$ cat src/shared/mrlf_pkg.sv
// Package: constants, register map and carrier types of the monitor readout block
`default_nettype none
package mrlf_pkg;
	// Channel set: temperature, supply, three external inputs
	localparam int NUM_CH = 5;
	localparam logic [2:0] CH_TEMP = 3'h0; // Only signed channel
	localparam logic [2:0] CH_LAST = 3'h4;
	// Result word layout
	localparam int RES_W = 16;
	localparam logic [15:0] MASK_20K = 16'hFFF8; // Clears the three lowest bits
	localparam logic [15:0] RES_RST = 16'h0000;
	// Timing at the system clock
	localparam int CLK_KHZ = 125000;
	localparam int FRAME_TYP_MS = 30;
	localparam int FRAME_MAX_MS = 45;
	localparam int FRAME_CYCLES_TYP = FRAME_TYP_MS * CLK_KHZ;
	localparam int FRAME_CYCLES_MAX = FRAME_MAX_MS * CLK_KHZ;
	localparam int SLOT_W = 23; // Holds the longest frame count
	// Register byte offsets
	localparam logic [7:0] ADR_RESULT0 = 8'h00;
	localparam logic [7:0] ADR_LIMIT0 = 8'h20;
	localparam logic [7:0] ADR_LIMIT_END = 8'h6C; // Five channels of four limit words
	// Status and control sit above the limit block so channel four stays reachable
	localparam logic [7:0] ADR_DONE = 8'h80;
	localparam logic [7:0] ADR_CTRL = 8'h84;
	localparam logic [7:0] ADR_STAT = 8'h88;
	localparam logic [7:0] ADR_ALARM = 8'h70;
	localparam logic [7:0] ADR_WARN = 8'h74;
	localparam logic [7:0] ADR_IRQ_ST = 8'h78;
	localparam logic [7:0] ADR_IRQ_MSK = 8'h7C;
	// Control field positions
	localparam int CTRL_LIMIT_OUT_BIT = 0;
	localparam int CTRL_MASK20K_BIT = 1;
	localparam logic [1:0] CTRL_RST = 2'h0;
	localparam logic [4:0] MSK_RST = 5'h00;
	// Limit set of one channel, high and low for alarm and warning
	typedef struct packed {
		logic [15:0] alarm_hi;
		logic [15:0] alarm_lo;
		logic [15:0] warn_hi;
		logic [15:0] warn_lo;
	} mrlf_limits_t;
	// Above-high and below-low pair of one level
	typedef struct packed {
		logic lo;
		logic hi;
	} mrlf_flags_t;
	// Sequencer states
	typedef enum logic [0:0] {
		SEQ_IDLE,
		SEQ_WAIT
	} mrlf_seq_t;
endpackage
`default_nettype wire

$ cat src/hdl/mrlf_sync2.sv
// Two-flop synchroniser for asynchronous pin levels
`timescale 1ns/10ps
`default_nettype none
module mrlf_sync2 #(
	parameter int W = 1
) (
	// Clock and reset
	input wire logic clk_i,
	input wire logic rst_i,
	// Asynchronous level in, synchronous level out
	input wire logic [W-1:0] d_i,
	output logic [W-1:0] q_o
);
	logic [W-1:0] meta_q; // Read only by the second stage
	// Both stages reset high so protection holds until the pin settles
	always_ff @(posedge clk_i) begin
		if (rst_i) begin
			meta_q <= '1;
			q_o <= '1;
		end else begin
			meta_q <= d_i;
			q_o <= meta_q;
		end
	end
endmodule // mrlf_sync2
`default_nettype wire

$ cat src/hdl/mrlf_limit_cmp.sv
// Window comparator of one channel against alarm and warning limits
`timescale 1ns/10ps
`default_nettype none
module mrlf_limit_cmp (
	// Channel format
	input wire logic is_signed_i,
	// Result and limits
	input wire logic [15:0] value_i,
	input wire mrlf_pkg::mrlf_limits_t lim_i,
	// Violations, combinational
	output mrlf_pkg::mrlf_flags_t alarm_o,
	output mrlf_pkg::mrlf_flags_t warn_o
);
	// Flip the sign bit so one unsigned compare serves both formats
	function automatic logic [15:0] key(input logic [15:0] v, input logic s);
		key = {v[15] ^ s, v[14:0]};
	endfunction
	logic [15:0] v_k;
	assign v_k = key(value_i, is_signed_i);
	assign alarm_o.hi = v_k > key(lim_i.alarm_hi, is_signed_i);
	assign alarm_o.lo = v_k < key(lim_i.alarm_lo, is_signed_i);
	assign warn_o.hi = v_k > key(lim_i.warn_hi, is_signed_i);
	assign warn_o.lo = v_k < key(lim_i.warn_lo, is_signed_i);
endmodule // mrlf_limit_cmp
`default_nettype wire

$ cat src/hdl/mrlf_top.sv
// Monitor readout: conversion sequencer, results, limit flags, buffers, Wishbone slave
//
// Contract
// - Each result is 16-bit left-justified, 12 bits good
// - 20k variant forces three lowest bits zero
// - Results refresh round-robin, one per channel per frame
// - Completed conversion sets that channel's done bit
// - Every new result compared to limits, flag set
// - Alarm and warning levels, each with high/low flags
// - Separate interrupt enable for each channel
// - Temperature two's complement, others unsigned full range
// - Count weight is set by factory analog scaling
// - Buffer A output asserted on any alarm violation
// - Two buffers drive open-drain outputs from inputs
// - Write-protect low unprotects; floating input means protected
// - Temperature high byte whole degrees, low byte fraction
// - Frame lasts typically 30 ms, at most 45
// - Alarm flags at 70h, warning flags at 74h
`timescale 1ns/10ps
`default_nettype none
module mrlf_top #(
	parameter int FRAME_CYCLES = mrlf_pkg::FRAME_CYCLES_TYP // Shorten in simulation
) (
	// Clock and reset
	input wire logic clk_i,
	input wire logic rst_i,
	// Wishbone classic slave
	input wire logic cyc_i,
	input wire logic stb_i,
	input wire logic we_i,
	input wire logic [7:0] adr_i,
	input wire logic [3:0] sel_i,
	input wire logic [31:0] dat_i,
	output logic [31:0] dat_o,
	output logic ack_o,
	// Converter handshake, same clock domain
	output logic conv_start_o,
	output logic [2:0] conv_chan_o,
	input wire logic conv_done_i,
	input wire logic [15:0] conv_data_i,
	// Pins, asynchronous
	input wire logic buffer_a_logic_in,
	input wire logic buffer_b_logic_in,
	input wire logic write_protect_pin,
	// Open-drain outputs: value always low, enable pulls the pin
	output logic buffer_a_open_drain_out,
	output logic buffer_a_open_drain_oe,
	output logic buffer_b_open_drain_out,
	output logic buffer_b_open_drain_oe,
	// Interrupt, level
	output logic irq_o
);
	localparam int NCH = mrlf_pkg::NUM_CH;
	// Per-slot count; the frame is split evenly over the channels
	localparam logic [22:0] SLOT_CYCLES = 23'(FRAME_CYCLES / NCH);

	// Synchronised pin levels
	logic buf_a_s, buf_b_s, wp_s;
	// Sequencer
	mrlf_pkg::mrlf_seq_t seq_q;
	logic [22:0] slot_q; // Cycles into the current slot
	logic [2:0] chan_q; // Channel of this slot
	logic start_q; // One-cycle start pulse
	// Results and compare pipeline
	logic [15:0] res_q [0:NCH-1];
	logic [NCH-1:0] cmp_q; // Channel whose result just landed
	// Limits and flags
	mrlf_pkg::mrlf_limits_t lim_q [0:NCH-1];
	mrlf_pkg::mrlf_flags_t alarm_v [0:NCH-1];
	mrlf_pkg::mrlf_flags_t warn_v [0:NCH-1];
	logic [9:0] alarm_q, warn_q; // Sticky, two bits per channel
	logic [9:0] alarm_set, warn_set;
	logic [NCH-1:0] done_q, irq_st_q, irq_msk_q, irq_set;
	logic [1:0] ctrl_q;
	// Bus
	logic ack_q;
	logic [31:0] dat_q;
	logic acc, wr;
	logic [2:0] lim_ch; // Channel of a limit access
	logic [1:0] lim_k; // Which of the four limits
	logic lim_hit;

	// Pins cross into the clock domain
	mrlf_sync2 #(.W(3)) u_sync (
		.clk_i(clk_i),
		.rst_i(rst_i),
		.d_i({buffer_a_logic_in, buffer_b_logic_in, write_protect_pin}),
		.q_o({buf_a_s, buf_b_s, wp_s})
	);

	// One comparator per channel, temperature in signed mode
	for (genvar g = 0; g < NCH; g++) begin : g_cmp
		mrlf_limit_cmp u_cmp (
			.is_signed_i(3'(g) == mrlf_pkg::CH_TEMP),
			.value_i(res_q[g]),
			.lim_i(lim_q[g]),
			.alarm_o(alarm_v[g]),
			.warn_o(warn_v[g])
		);
		// Flags are only set when a fresh result was just stored
		assign alarm_set[2*g +: 2] = cmp_q[g] ? alarm_v[g] : 2'h0;
		assign warn_set[2*g +: 2] = cmp_q[g] ? warn_v[g] : 2'h0;
		assign irq_set[g] = |alarm_set[2*g +: 2] | |warn_set[2*g +: 2];
	end

	// Bus decode
	assign acc = cyc_i && stb_i && !ack_q;
	assign wr = acc && we_i;
	assign lim_hit = adr_i >= mrlf_pkg::ADR_LIMIT0 && adr_i <= mrlf_pkg::ADR_LIMIT_END;
	assign lim_ch = 3'(adr_i[6:4] - 3'h2);
	assign lim_k = adr_i[3:2];

	// Slot timer and round-robin sequencer
	always_ff @(posedge clk_i) begin
		if (rst_i) begin
			seq_q <= mrlf_pkg::SEQ_IDLE;
			slot_q <= '0;
			chan_q <= mrlf_pkg::CH_TEMP;
			start_q <= 1'b0;
		end else begin
			start_q <= 1'b0;
			if (slot_q >= SLOT_CYCLES - 23'h1) begin
				// Slot over: next channel, wrapping after the last
				slot_q <= '0;
				chan_q <= (chan_q == mrlf_pkg::CH_LAST) ? 3'h0 : 3'(chan_q + 3'h1);
				start_q <= 1'b1;
				seq_q <= mrlf_pkg::SEQ_WAIT;
			end else begin
				slot_q <= slot_q + 23'h1;
			end
			case (seq_q)
				mrlf_pkg::SEQ_IDLE: begin
					// Hold; only the slot edge above may move to waiting
				end
				mrlf_pkg::SEQ_WAIT: begin
					// An answer in the slot's last cycle is still stored, but the slot edge keeps the state waiting
					if (conv_done_i && slot_q < SLOT_CYCLES - 23'h1) begin
						seq_q <= mrlf_pkg::SEQ_IDLE;
					end
				end
				default: begin
					seq_q <= mrlf_pkg::SEQ_IDLE;
				end
			endcase
		end
	end
	assign conv_start_o = start_q;
	assign conv_chan_o = chan_q;

	// Result capture, low bits cleared in the 20k variant
	always_ff @(posedge clk_i) begin
		if (rst_i) begin
			for (int i = 0; i < NCH; i++) begin
				res_q[i] <= mrlf_pkg::RES_RST;
			end
			cmp_q <= '0;
		end else begin
			cmp_q <= '0;
			if (seq_q == mrlf_pkg::SEQ_WAIT && conv_done_i) begin
				// Left-justified word stored, three lowest bits cleared in the 20k variant; format set by scaling
				res_q[chan_q] <= ctrl_q[mrlf_pkg::CTRL_MASK20K_BIT]
					? (conv_data_i & mrlf_pkg::MASK_20K) : conv_data_i;
				cmp_q[chan_q] <= 1'b1;
			end
		end
	end

	// Conversion-done bits, set beats a write-one clear
	always_ff @(posedge clk_i) begin
		if (rst_i) begin
			done_q <= '0;
		end else begin
			done_q <= (done_q & ~((wr && adr_i == mrlf_pkg::ADR_DONE && sel_i[0])
				? dat_i[NCH-1:0] : '0)) | cmp_q;
		end
	end

	// Sticky alarm and warning flags, write one to clear
	always_ff @(posedge clk_i) begin
		if (rst_i) begin
			alarm_q <= '0;
			warn_q <= '0;
		end else begin
			alarm_q <= (alarm_q & ~((wr && adr_i == mrlf_pkg::ADR_ALARM)
				? dat_i[9:0] : 10'h000)) | alarm_set;
			warn_q <= (warn_q & ~((wr && adr_i == mrlf_pkg::ADR_WARN)
				? dat_i[9:0] : 10'h000)) | warn_set;
		end
	end

	// Interrupt status and per-channel enable
	always_ff @(posedge clk_i) begin
		if (rst_i) begin
			irq_st_q <= '0;
			irq_msk_q <= mrlf_pkg::MSK_RST;
		end else begin
			irq_st_q <= (irq_st_q & ~((wr && adr_i == mrlf_pkg::ADR_IRQ_ST)
				? dat_i[NCH-1:0] : '0)) | irq_set;
			if (wr && adr_i == mrlf_pkg::ADR_IRQ_MSK && sel_i[0]) begin
				irq_msk_q <= dat_i[NCH-1:0];
			end
		end
	end
	assign irq_o = |(irq_st_q & irq_msk_q);

	// Limits, refused while the protect pin is high
	always_ff @(posedge clk_i) begin
		if (rst_i) begin
			for (int i = 0; i < NCH; i++) begin
				lim_q[i] <= '0;
			end
		end else if (wr && lim_hit && !wp_s) begin
			// Low lane then high lane of the 16-bit limit
			case (lim_k)
				2'h0: begin
					if (sel_i[0]) lim_q[lim_ch].alarm_hi[7:0] <= dat_i[7:0];
					if (sel_i[1]) lim_q[lim_ch].alarm_hi[15:8] <= dat_i[15:8];
				end
				2'h1: begin
					if (sel_i[0]) lim_q[lim_ch].alarm_lo[7:0] <= dat_i[7:0];
					if (sel_i[1]) lim_q[lim_ch].alarm_lo[15:8] <= dat_i[15:8];
				end
				2'h2: begin
					if (sel_i[0]) lim_q[lim_ch].warn_hi[7:0] <= dat_i[7:0];
					if (sel_i[1]) lim_q[lim_ch].warn_hi[15:8] <= dat_i[15:8];
				end
				default: begin
					if (sel_i[0]) lim_q[lim_ch].warn_lo[7:0] <= dat_i[7:0];
					if (sel_i[1]) lim_q[lim_ch].warn_lo[15:8] <= dat_i[15:8];
				end
			endcase
		end
	end

	// Control bits, also under write protection
	always_ff @(posedge clk_i) begin
		if (rst_i) begin
			ctrl_q <= mrlf_pkg::CTRL_RST;
		end else if (wr && adr_i == mrlf_pkg::ADR_CTRL && sel_i[0] && !wp_s) begin
			ctrl_q <= dat_i[1:0];
		end
	end

	// Read data and acknowledge, one wait state for every access
	always_ff @(posedge clk_i) begin
		if (rst_i) begin
			ack_q <= 1'b0;
			dat_q <= '0;
		end else begin
			ack_q <= acc;
			if (acc && !we_i) begin
				dat_q <= '0; // Unmapped reads zero
				if (adr_i < mrlf_pkg::ADR_LIMIT0 && adr_i[4:2] <= mrlf_pkg::CH_LAST
					&& adr_i[7:5] == 3'h0) begin
					dat_q <= {16'h0000, res_q[adr_i[4:2]]};
				end else if (lim_hit) begin
					case (lim_k)
						2'h0: dat_q <= {16'h0000, lim_q[lim_ch].alarm_hi};
						2'h1: dat_q <= {16'h0000, lim_q[lim_ch].alarm_lo};
						2'h2: dat_q <= {16'h0000, lim_q[lim_ch].warn_hi};
						default: dat_q <= {16'h0000, lim_q[lim_ch].warn_lo};
					endcase
				end else begin
					case (adr_i)
						mrlf_pkg::ADR_DONE: dat_q <= {27'h0000000, done_q};
						mrlf_pkg::ADR_CTRL: dat_q <= {30'h00000000, ctrl_q};
						mrlf_pkg::ADR_STAT: dat_q <= {25'h0000000, chan_q, 3'h0, wp_s};
						mrlf_pkg::ADR_ALARM: dat_q <= {22'h000000, alarm_q};
						mrlf_pkg::ADR_WARN: dat_q <= {22'h000000, warn_q};
						mrlf_pkg::ADR_IRQ_ST: dat_q <= {27'h0000000, irq_st_q};
						mrlf_pkg::ADR_IRQ_MSK: dat_q <= {27'h0000000, irq_msk_q};
						default: dat_q <= '0;
					endcase
				end
			end
		end
	end
	assign ack_o = ack_q;
	assign dat_o = dat_q;

	// Open-drain buffers; buffer A also pulled by any alarm when enabled
	assign buffer_a_open_drain_out = 1'b0;
	assign buffer_b_open_drain_out = 1'b0;
	assign buffer_a_open_drain_oe = !buf_a_s
		|| (ctrl_q[mrlf_pkg::CTRL_LIMIT_OUT_BIT] && |alarm_q);
	assign buffer_b_open_drain_oe = !buf_b_s;
endmodule // mrlf_top
`default_nettype wire

$ cat config.mk
export PLATFORM = sky130hd
export DESIGN_NAME = mrlf_top
export DESIGN_NICKNAME = d
export VERILOG_FILES = /design/src/shared/mrlf_pkg.sv /design/src/hdl/mrlf_sync2.sv /design/src/hdl/mrlf_limit_cmp.sv /design/src/hdl/mrlf_top.sv
export SDC_FILE = /design/constraint.sdc
export NUM_CORES = 2
export LEC_CHECK = 0
export ABC_CLOCK_PERIOD_IN_PS = 6210
export BUFFER_PORTS_ARGS = -buffer_cell sky130_fd_sc_hd__buf_2
export CAP_MARGIN = 40
export CORE_UTILIZATION = 65
export DETAILED_ROUTE_END_ITERATION = 6
export PLACE_DENSITY = 0.87
export SLEW_MARGIN = 20
export SYNTH_ARGS = -nofsm -noshare
export SYNTH_HDL_FRONTEND = slang
export SYNTH_HIERARCHICAL = 1
export SYNTH_SLANG_ARGS = --single-unit
$ cat constraint.sdc
create_clock -name clk_i -period 6.21 [get_ports clk_i]
set_input_delay 0.9315 -clock clk_i [delete_from_list [all_inputs] [get_ports clk_i]]
set_output_delay 0.9315 -clock clk_i [all_outputs]
set_load 0.005 [all_outputs]
; ---- Word-level counts from Yosys, hierarchy flattened
; Memories as Yosys holds them, arrays and structs flattened.
; Index checks and enable logic that the tools add are counted.
[totals]
inputBits = 69
ram_bits = 400
mem_count = 2
register_bits = 109
output_inout_bits = 42
word_cells = 201
[mem_list]
columns = memory, words, word_bits, read_ports, rd_ports_with_merged_regs, write_ports, line
row1 = lim_q, 5, 64, 6, 0, 5, mrlf_top.sv:68  ; mrlf_pkg::mrlf_limits_t lim_q [0:NCH-1];
row2 = res_q, 5, 16, 6, 0, 5, mrlf_top.sv:65  ; logic [15:0] res_q [0:NCH-1];
[classes]
eq_ne = 10
muxes = 71
bitwise = 24
addsub = 3
n_lt_le_gt_ge = 28
reduce_logical = 48
[ops]
columns = cell, n
row1 = $gt 16x16->1, 10
row2 = $lt 16x16->1, 10
row3 = $pmux 10 s7, 1
row4 = $mux 32, 2
row5 = $mux 64, 1
row6 = $reduce_or 64->1, 1
row7 = $pmux 16 s3, 1
row8 = $mux 1, 45
row9 = $eq 8x7->1 const B, 4
row10 = $eq 8x8->1 const B, 3
row11 = $reduce_or 2->1, 12
row12 = $add 23x1->23 const B, 1
row13 = $ge 23x20->1 const B, 1
row14 = $logic_and 1x1->1, 23
row15 = $lt 23x20->1 const B, 1
row16 = $and 10x10->10, 2
row17 = $mux 10, 2
row18 = $mux 2, 10
row19 = $not 10->10, 2
row20 = $or 10x10->10, 2
row21 = $mux 16, 1
row22 = $reduce_or 16->1, 1
row23 = $and 5x5->5, 3
row24 = $mux 3, 4
row25 = other kinds (25), 41

; ---- Longest topological paths before layout
[logic_depth]
depth_word = 10
ltp_mapped = 11
depth_no_buf = 9

; ---- By module
; Netlist, hierarchy kept.
[by_module_without_submodules]
columns = module, cells_per_inst, seq_area_each_um2, area_per_inst_um2, n_inst
row1 = mrlf_top, 2135, 20059.2, 31127.4, 1
row2 = mrlf_limit_cmp, 219, 0.0, 1620.3, 5
row3 = mrlf_sync2, 12, 120.1, 157.7, 1

; ---- Least setup slack after synthesis
; OpenSTA, ideal clock, no wires.
[synth_path]
path_type = input port to flip-flop
start = input port adr_i[5]
end = register dat_q[7], in the netlist dat_o[7]
n_path_buf = 4
path_slack_ns = 3.034
t_required_ns = 6.085
stages = 11
t_arrival_ns = 3.052
cell_sequence = buf_4 > buf_4 > inv_2 > ha_1 > buf_2 > nor2_2 > clkbuf_1 > a22o_1 > nor3_1 > a2111oi_2 > nor2_1
[synth_between]
elab_chain_cells = 5
word_cells_on_any_way = 20
cone_classes = add/sub (1) / order compare (3) / eq/ne (7) / mux (4) / reduce/logical (4) / memory (1)
[synth_lines]
columns = item, line
row1 = start: declaration, mrlf_top.sv:31  ; input wire logic [7:0] adr_i,
row2 = $sub 3x2->3, mrlf_top.sv:110  ; assign lim_ch = 3'(adr_i[6:4] - 3'h2);
row3 = $mem_v2 5x64, n/a
row4 = $pmux 16 s3, mrlf_top.sv:257  ; case (lim_k)
row5 = $mux 32, mrlf_top.sv:256  ; end else if (lim_hit) begin
row6 = $mux 32 (*), mrlf_top.sv:253  ; if (adr_i < mrlf_pkg::ADR_LIMIT0 && adr_i[4:2] <= mrlf_pkg::CH_LAST
row7 = end signal: assignment, mrlf_top.sv:255  ; dat_q <= {16'h0000, res_q[adr_i[4:2]]};
row8 = end signal: assignment, mrlf_top.sv:258  ; 2'h0: dat_q <= {16'h0000, lim_q[lim_ch].alarm_hi};
row9 = end signal: assignment, mrlf_top.sv:259  ; 2'h1: dat_q <= {16'h0000, lim_q[lim_ch].alarm_lo};
row10 = end: declaration, mrlf_top.sv:77  ; logic [31:0] dat_q;
; Mark *: on every way between the ends. The rest lies on a longest branch, timed or not.
; A chain may end at the register's enable or synchronous reset.

; ---- Worst setup path in the final report
[layout_path]
start = input port adr_i[5]
end = register dat_q[8], in the netlist dat_o[8]
; Same word-level chain as after synthesis.

==> results.txt <==
Run status = finished, final reports clean
Total number of yosys warnings = 6
IO Count = 111
Clock tree buffer depth = 3
Top post-synthesis cells by area = edfxtp_1 47%, ha_1 10%, and2_1 6.1%, mux4_2 5.3%, dfxtp_1 4.7%
Total die area = 61,600 µm²
Flop pwr share = 47.5%
Slew @ Worst Pin = 1.01 ns
RSZ-0062 raised after global routing = false
H-tree lvl count = 3
Sw power = 2.98 mW
Worst-path maximum fanout = 37
#FFs+latches synth = 703
Largest net degree at the start of global routing = 99
Area leader, netlist = edfxtp_1
Number of synthesized flops with an enable pin = 610
Post-CTS resize count = 0
Core area = 59,500 µm²
First-pass GRT wire length = 192,000 µm
Area grow syn2layout = 9.72%
Most used cell, CP = buf_4
Antenna-violating nets left = 0
Post-DP HPWL = 102,000 µm
Final core occ = 72.7%
Sink Count = 703
Final Skew = 0.0255 ns
Vias post-DR = 29,200
Comb pwr share = 11.5%
Slowest CP cell = ha_1
Vias in the first global route = 27,800
Post-synth top area share = 46.5%
Final Critical Period = 4.05 ns
Count of cell types in the netlist = 89
Hold slack = 0.422 ns
Synth Area per Inst = 12.1 µm²
Initial antenna violation count = 9
Worst-path clk slew = 0.06 ns
Final worst path period share = 65.3%
Grt total ovfl = 0
Most common cell after layout, fill and taps aside = edfxtp_1
Async set or reset register ratio after synthesis = 0%
CTS tree = yes
DR pass1 iterations = 6
Vias/cell = 6.97
Initial DRC count = 4,316
Post-synthesis sequential area ratio = 51.2%
Clk pwr share = 41.0%
Initial Utilization = 66.2%
F_max = 247 MHz
Pwr/cell area = 265 nW/µm²
TritonCTS Buffers = 74
Worst-path cell chain = buf_4, inv_2, ha_1, buf_4, and2_1, a22oi_1, a21o_1, a2111oi_2, nor2_1
Total wire length = 138,000 µm
# setup viols final = 0
Crit start category = primary input
Hold Crit Class = register to register
Final Net Count = 3,730
Hold buffer count at cts = 0
Slew headroom = 31.8%
LEAKAGE = 17.3 nW
Root buf cell = clkbuf_16
GRT Util Overall = 45.2%
Max_cap viols = 0
Skew-Pair Late Insertion Delay = 0.64 ns
Sw Share = 26.0%
Internal power = 8.46 mW
Max stage delay on crit path = 0.88 ns
Fin. Hold Viols = 0
# rows = 89
Die Ht = 248 µm
Cell Area, Synth = 39,400 µm²
Fraction of layout cells with a size suffix above 1 = 13.7%
IO buf count = 74
Setup TNS = 0 ns
Setup CP Type = primary input to register
Post-synthesis cell count = 3,242
Crit end category = register
Routed WL per cell = 33.1 µm
Final Max Tran Viols = 0
DIE WIDTH = 248 µm
Critical path arrival = 4.57 ns
Post-CTS Setup Inserts = 0
Placer Congestion = 1.06
DRC viols = 0
Top FF cell, synth = edfxtp_1
Worst EP required = 6.73 ns
Most frequent cells in the layout = 610 x edfxtp_1, 387 x and2_1, 317 x ha_1
VDD IR max = 0.000238 V
logic make-up after synthesis:
| group | after synthesis | synth area share (%) |
|---|---|---|
| flops | 703 | 51.2 |
| xor+xnor | 42 | 0.934 |
| compound gates | 466 | 8.33 |
| simple gates | 1035 | 14.8 |
| fa+ha+maj | 317 | 10.1 |
| buf+inv | 466 | 5.31 |
| other cells | 2 | 0.0191 |
| mux | 211 | 9.34 |
metrics by stage:
step                total power, mW  instances  worst slack (ns)  area (µm²)
global placement               6.68       3976              1.73       40000
detailed placement             6.75       4027              1.74       40400
global route                   11.7       4177              2.15       43200
floorplan                      6.19       3266              3.03       39500
finish                         11.4       4182              2.16       43200
CTS                            11.4       4163              2.37       43000
flip-flops by register name, indices dropped and copies added (netlist names):
| register | count |
|---|---|
| ack_o | 1 |
| alarm_q | 10 |
| cmp_q | 5 |
| conv_chan_o | 3 |
| conv_start_o | 1 |
| ctrl_q | 2 |
| dat_o | 16 |
| done_q | 5 |
| irq_msk_q | 5 |
| irq_st_q | 5 |
| lim_q | 512 |
| res_q | 98 |
| seq_q | 1 |
| slot_q | 23 |
| u_sync/meta_q | 3 |
| u_sync/q_o | 3 |
| warn_q | 10 |
cell usage after synthesis, types with 8 or more instances:
cell type    n
nor3_1      22
a211oi_1    14
nand2b_1    19
a221o_1     11
o211ai_2    10
edfxtp_1   610
or2_1       17
nor3_2      11
dfxtp_1     93
mux4_2      92
xor2_1      15
buf_6        8
a21oi_1    131
ha_1       317
o21ai_1     21
nor4_1      18
o41ai_1      8
mux4_1      25
mux2_2       8
a22oi_1     58
o221ai_1    11
a221oi_1    19
and2_1     387
o21ai_0     62
nor2b_2     10
inv_1      309
nand4_1     61
nand4_2     10
nand3_1     62
nor2_1     184
mux2i_1     86
o22ai_1     13
buf_4       29
buf_2       30
and3_1      31
a2111oi_2   13
clkbuf_1    76
a21oi_2     10
xnor2_1     27
a21o_1      33
nand2_1    153
layout make-up:
cell class                 instances  area, µm²
sequential                       703      20200
clock buffer                      94       2040
fill                            3964      16300
inverter                         311       1170
antenna                            5       12.5
timing repair buffer             157       1130
tap                              773        967
multi-input combinational       2097      17200
clock inverter                    42        512
worst max-delay path: cells and delay by family:
family | cells | cell delay (ns)
buf+inv | 3 | 1.17
compound gates | 3 | 0.82
simple gates | 2 | 0.74
fa+ha+maj | 1 | 0.88
power groups by stage:
| stage | sequential (mW) | combinational [mW] | clock [mW] |
|---|---|---|---|
| finish | 5.43 | 1.32 | 4.70 |
| global route | 5.43 | 1.37 | 4.87 |
| CTS | 5.41 | 1.24 | 4.70 |
| detailed placement | 5.51 | 1.24 | 0 |
| floorplan | 5.41 | 0.784 | 0 |
| global placement | 5.51 | 1.17 | 0 |
layer usage:
| metal | GRT usage, % | share of wire (%) | wire [µm] |
|---|---|---|---|
| met5 | 0 | 0.020 | 27 |
| met3 | 13.5 | 15 | 20500 |
| met2 | 67.7 | 43 | 59900 |
| met4 | 26.4 | 7.2 | 10000 |
| met1 | 58.6 | 35 | 47800 |
path summary, 6_finish.rpt:
| path | from | end | slack [ns] | depth (start not counted) |
|---|---|---|---|---|
| max | adr_i[5] | dat_o[8] | 2.16 | 9 |
| min | u_sync/meta_q[1] | u_sync/q_o[1] | 0.42 | 1 |
| max reg2reg | res_q[2][15] | irq_st_q[2] | 2.30 | 8 |
| min reg2reg | u_sync/meta_q[1] | u_sync/q_o[1] | 0.42 | 1 |
(Power assumes the default switching activity.)
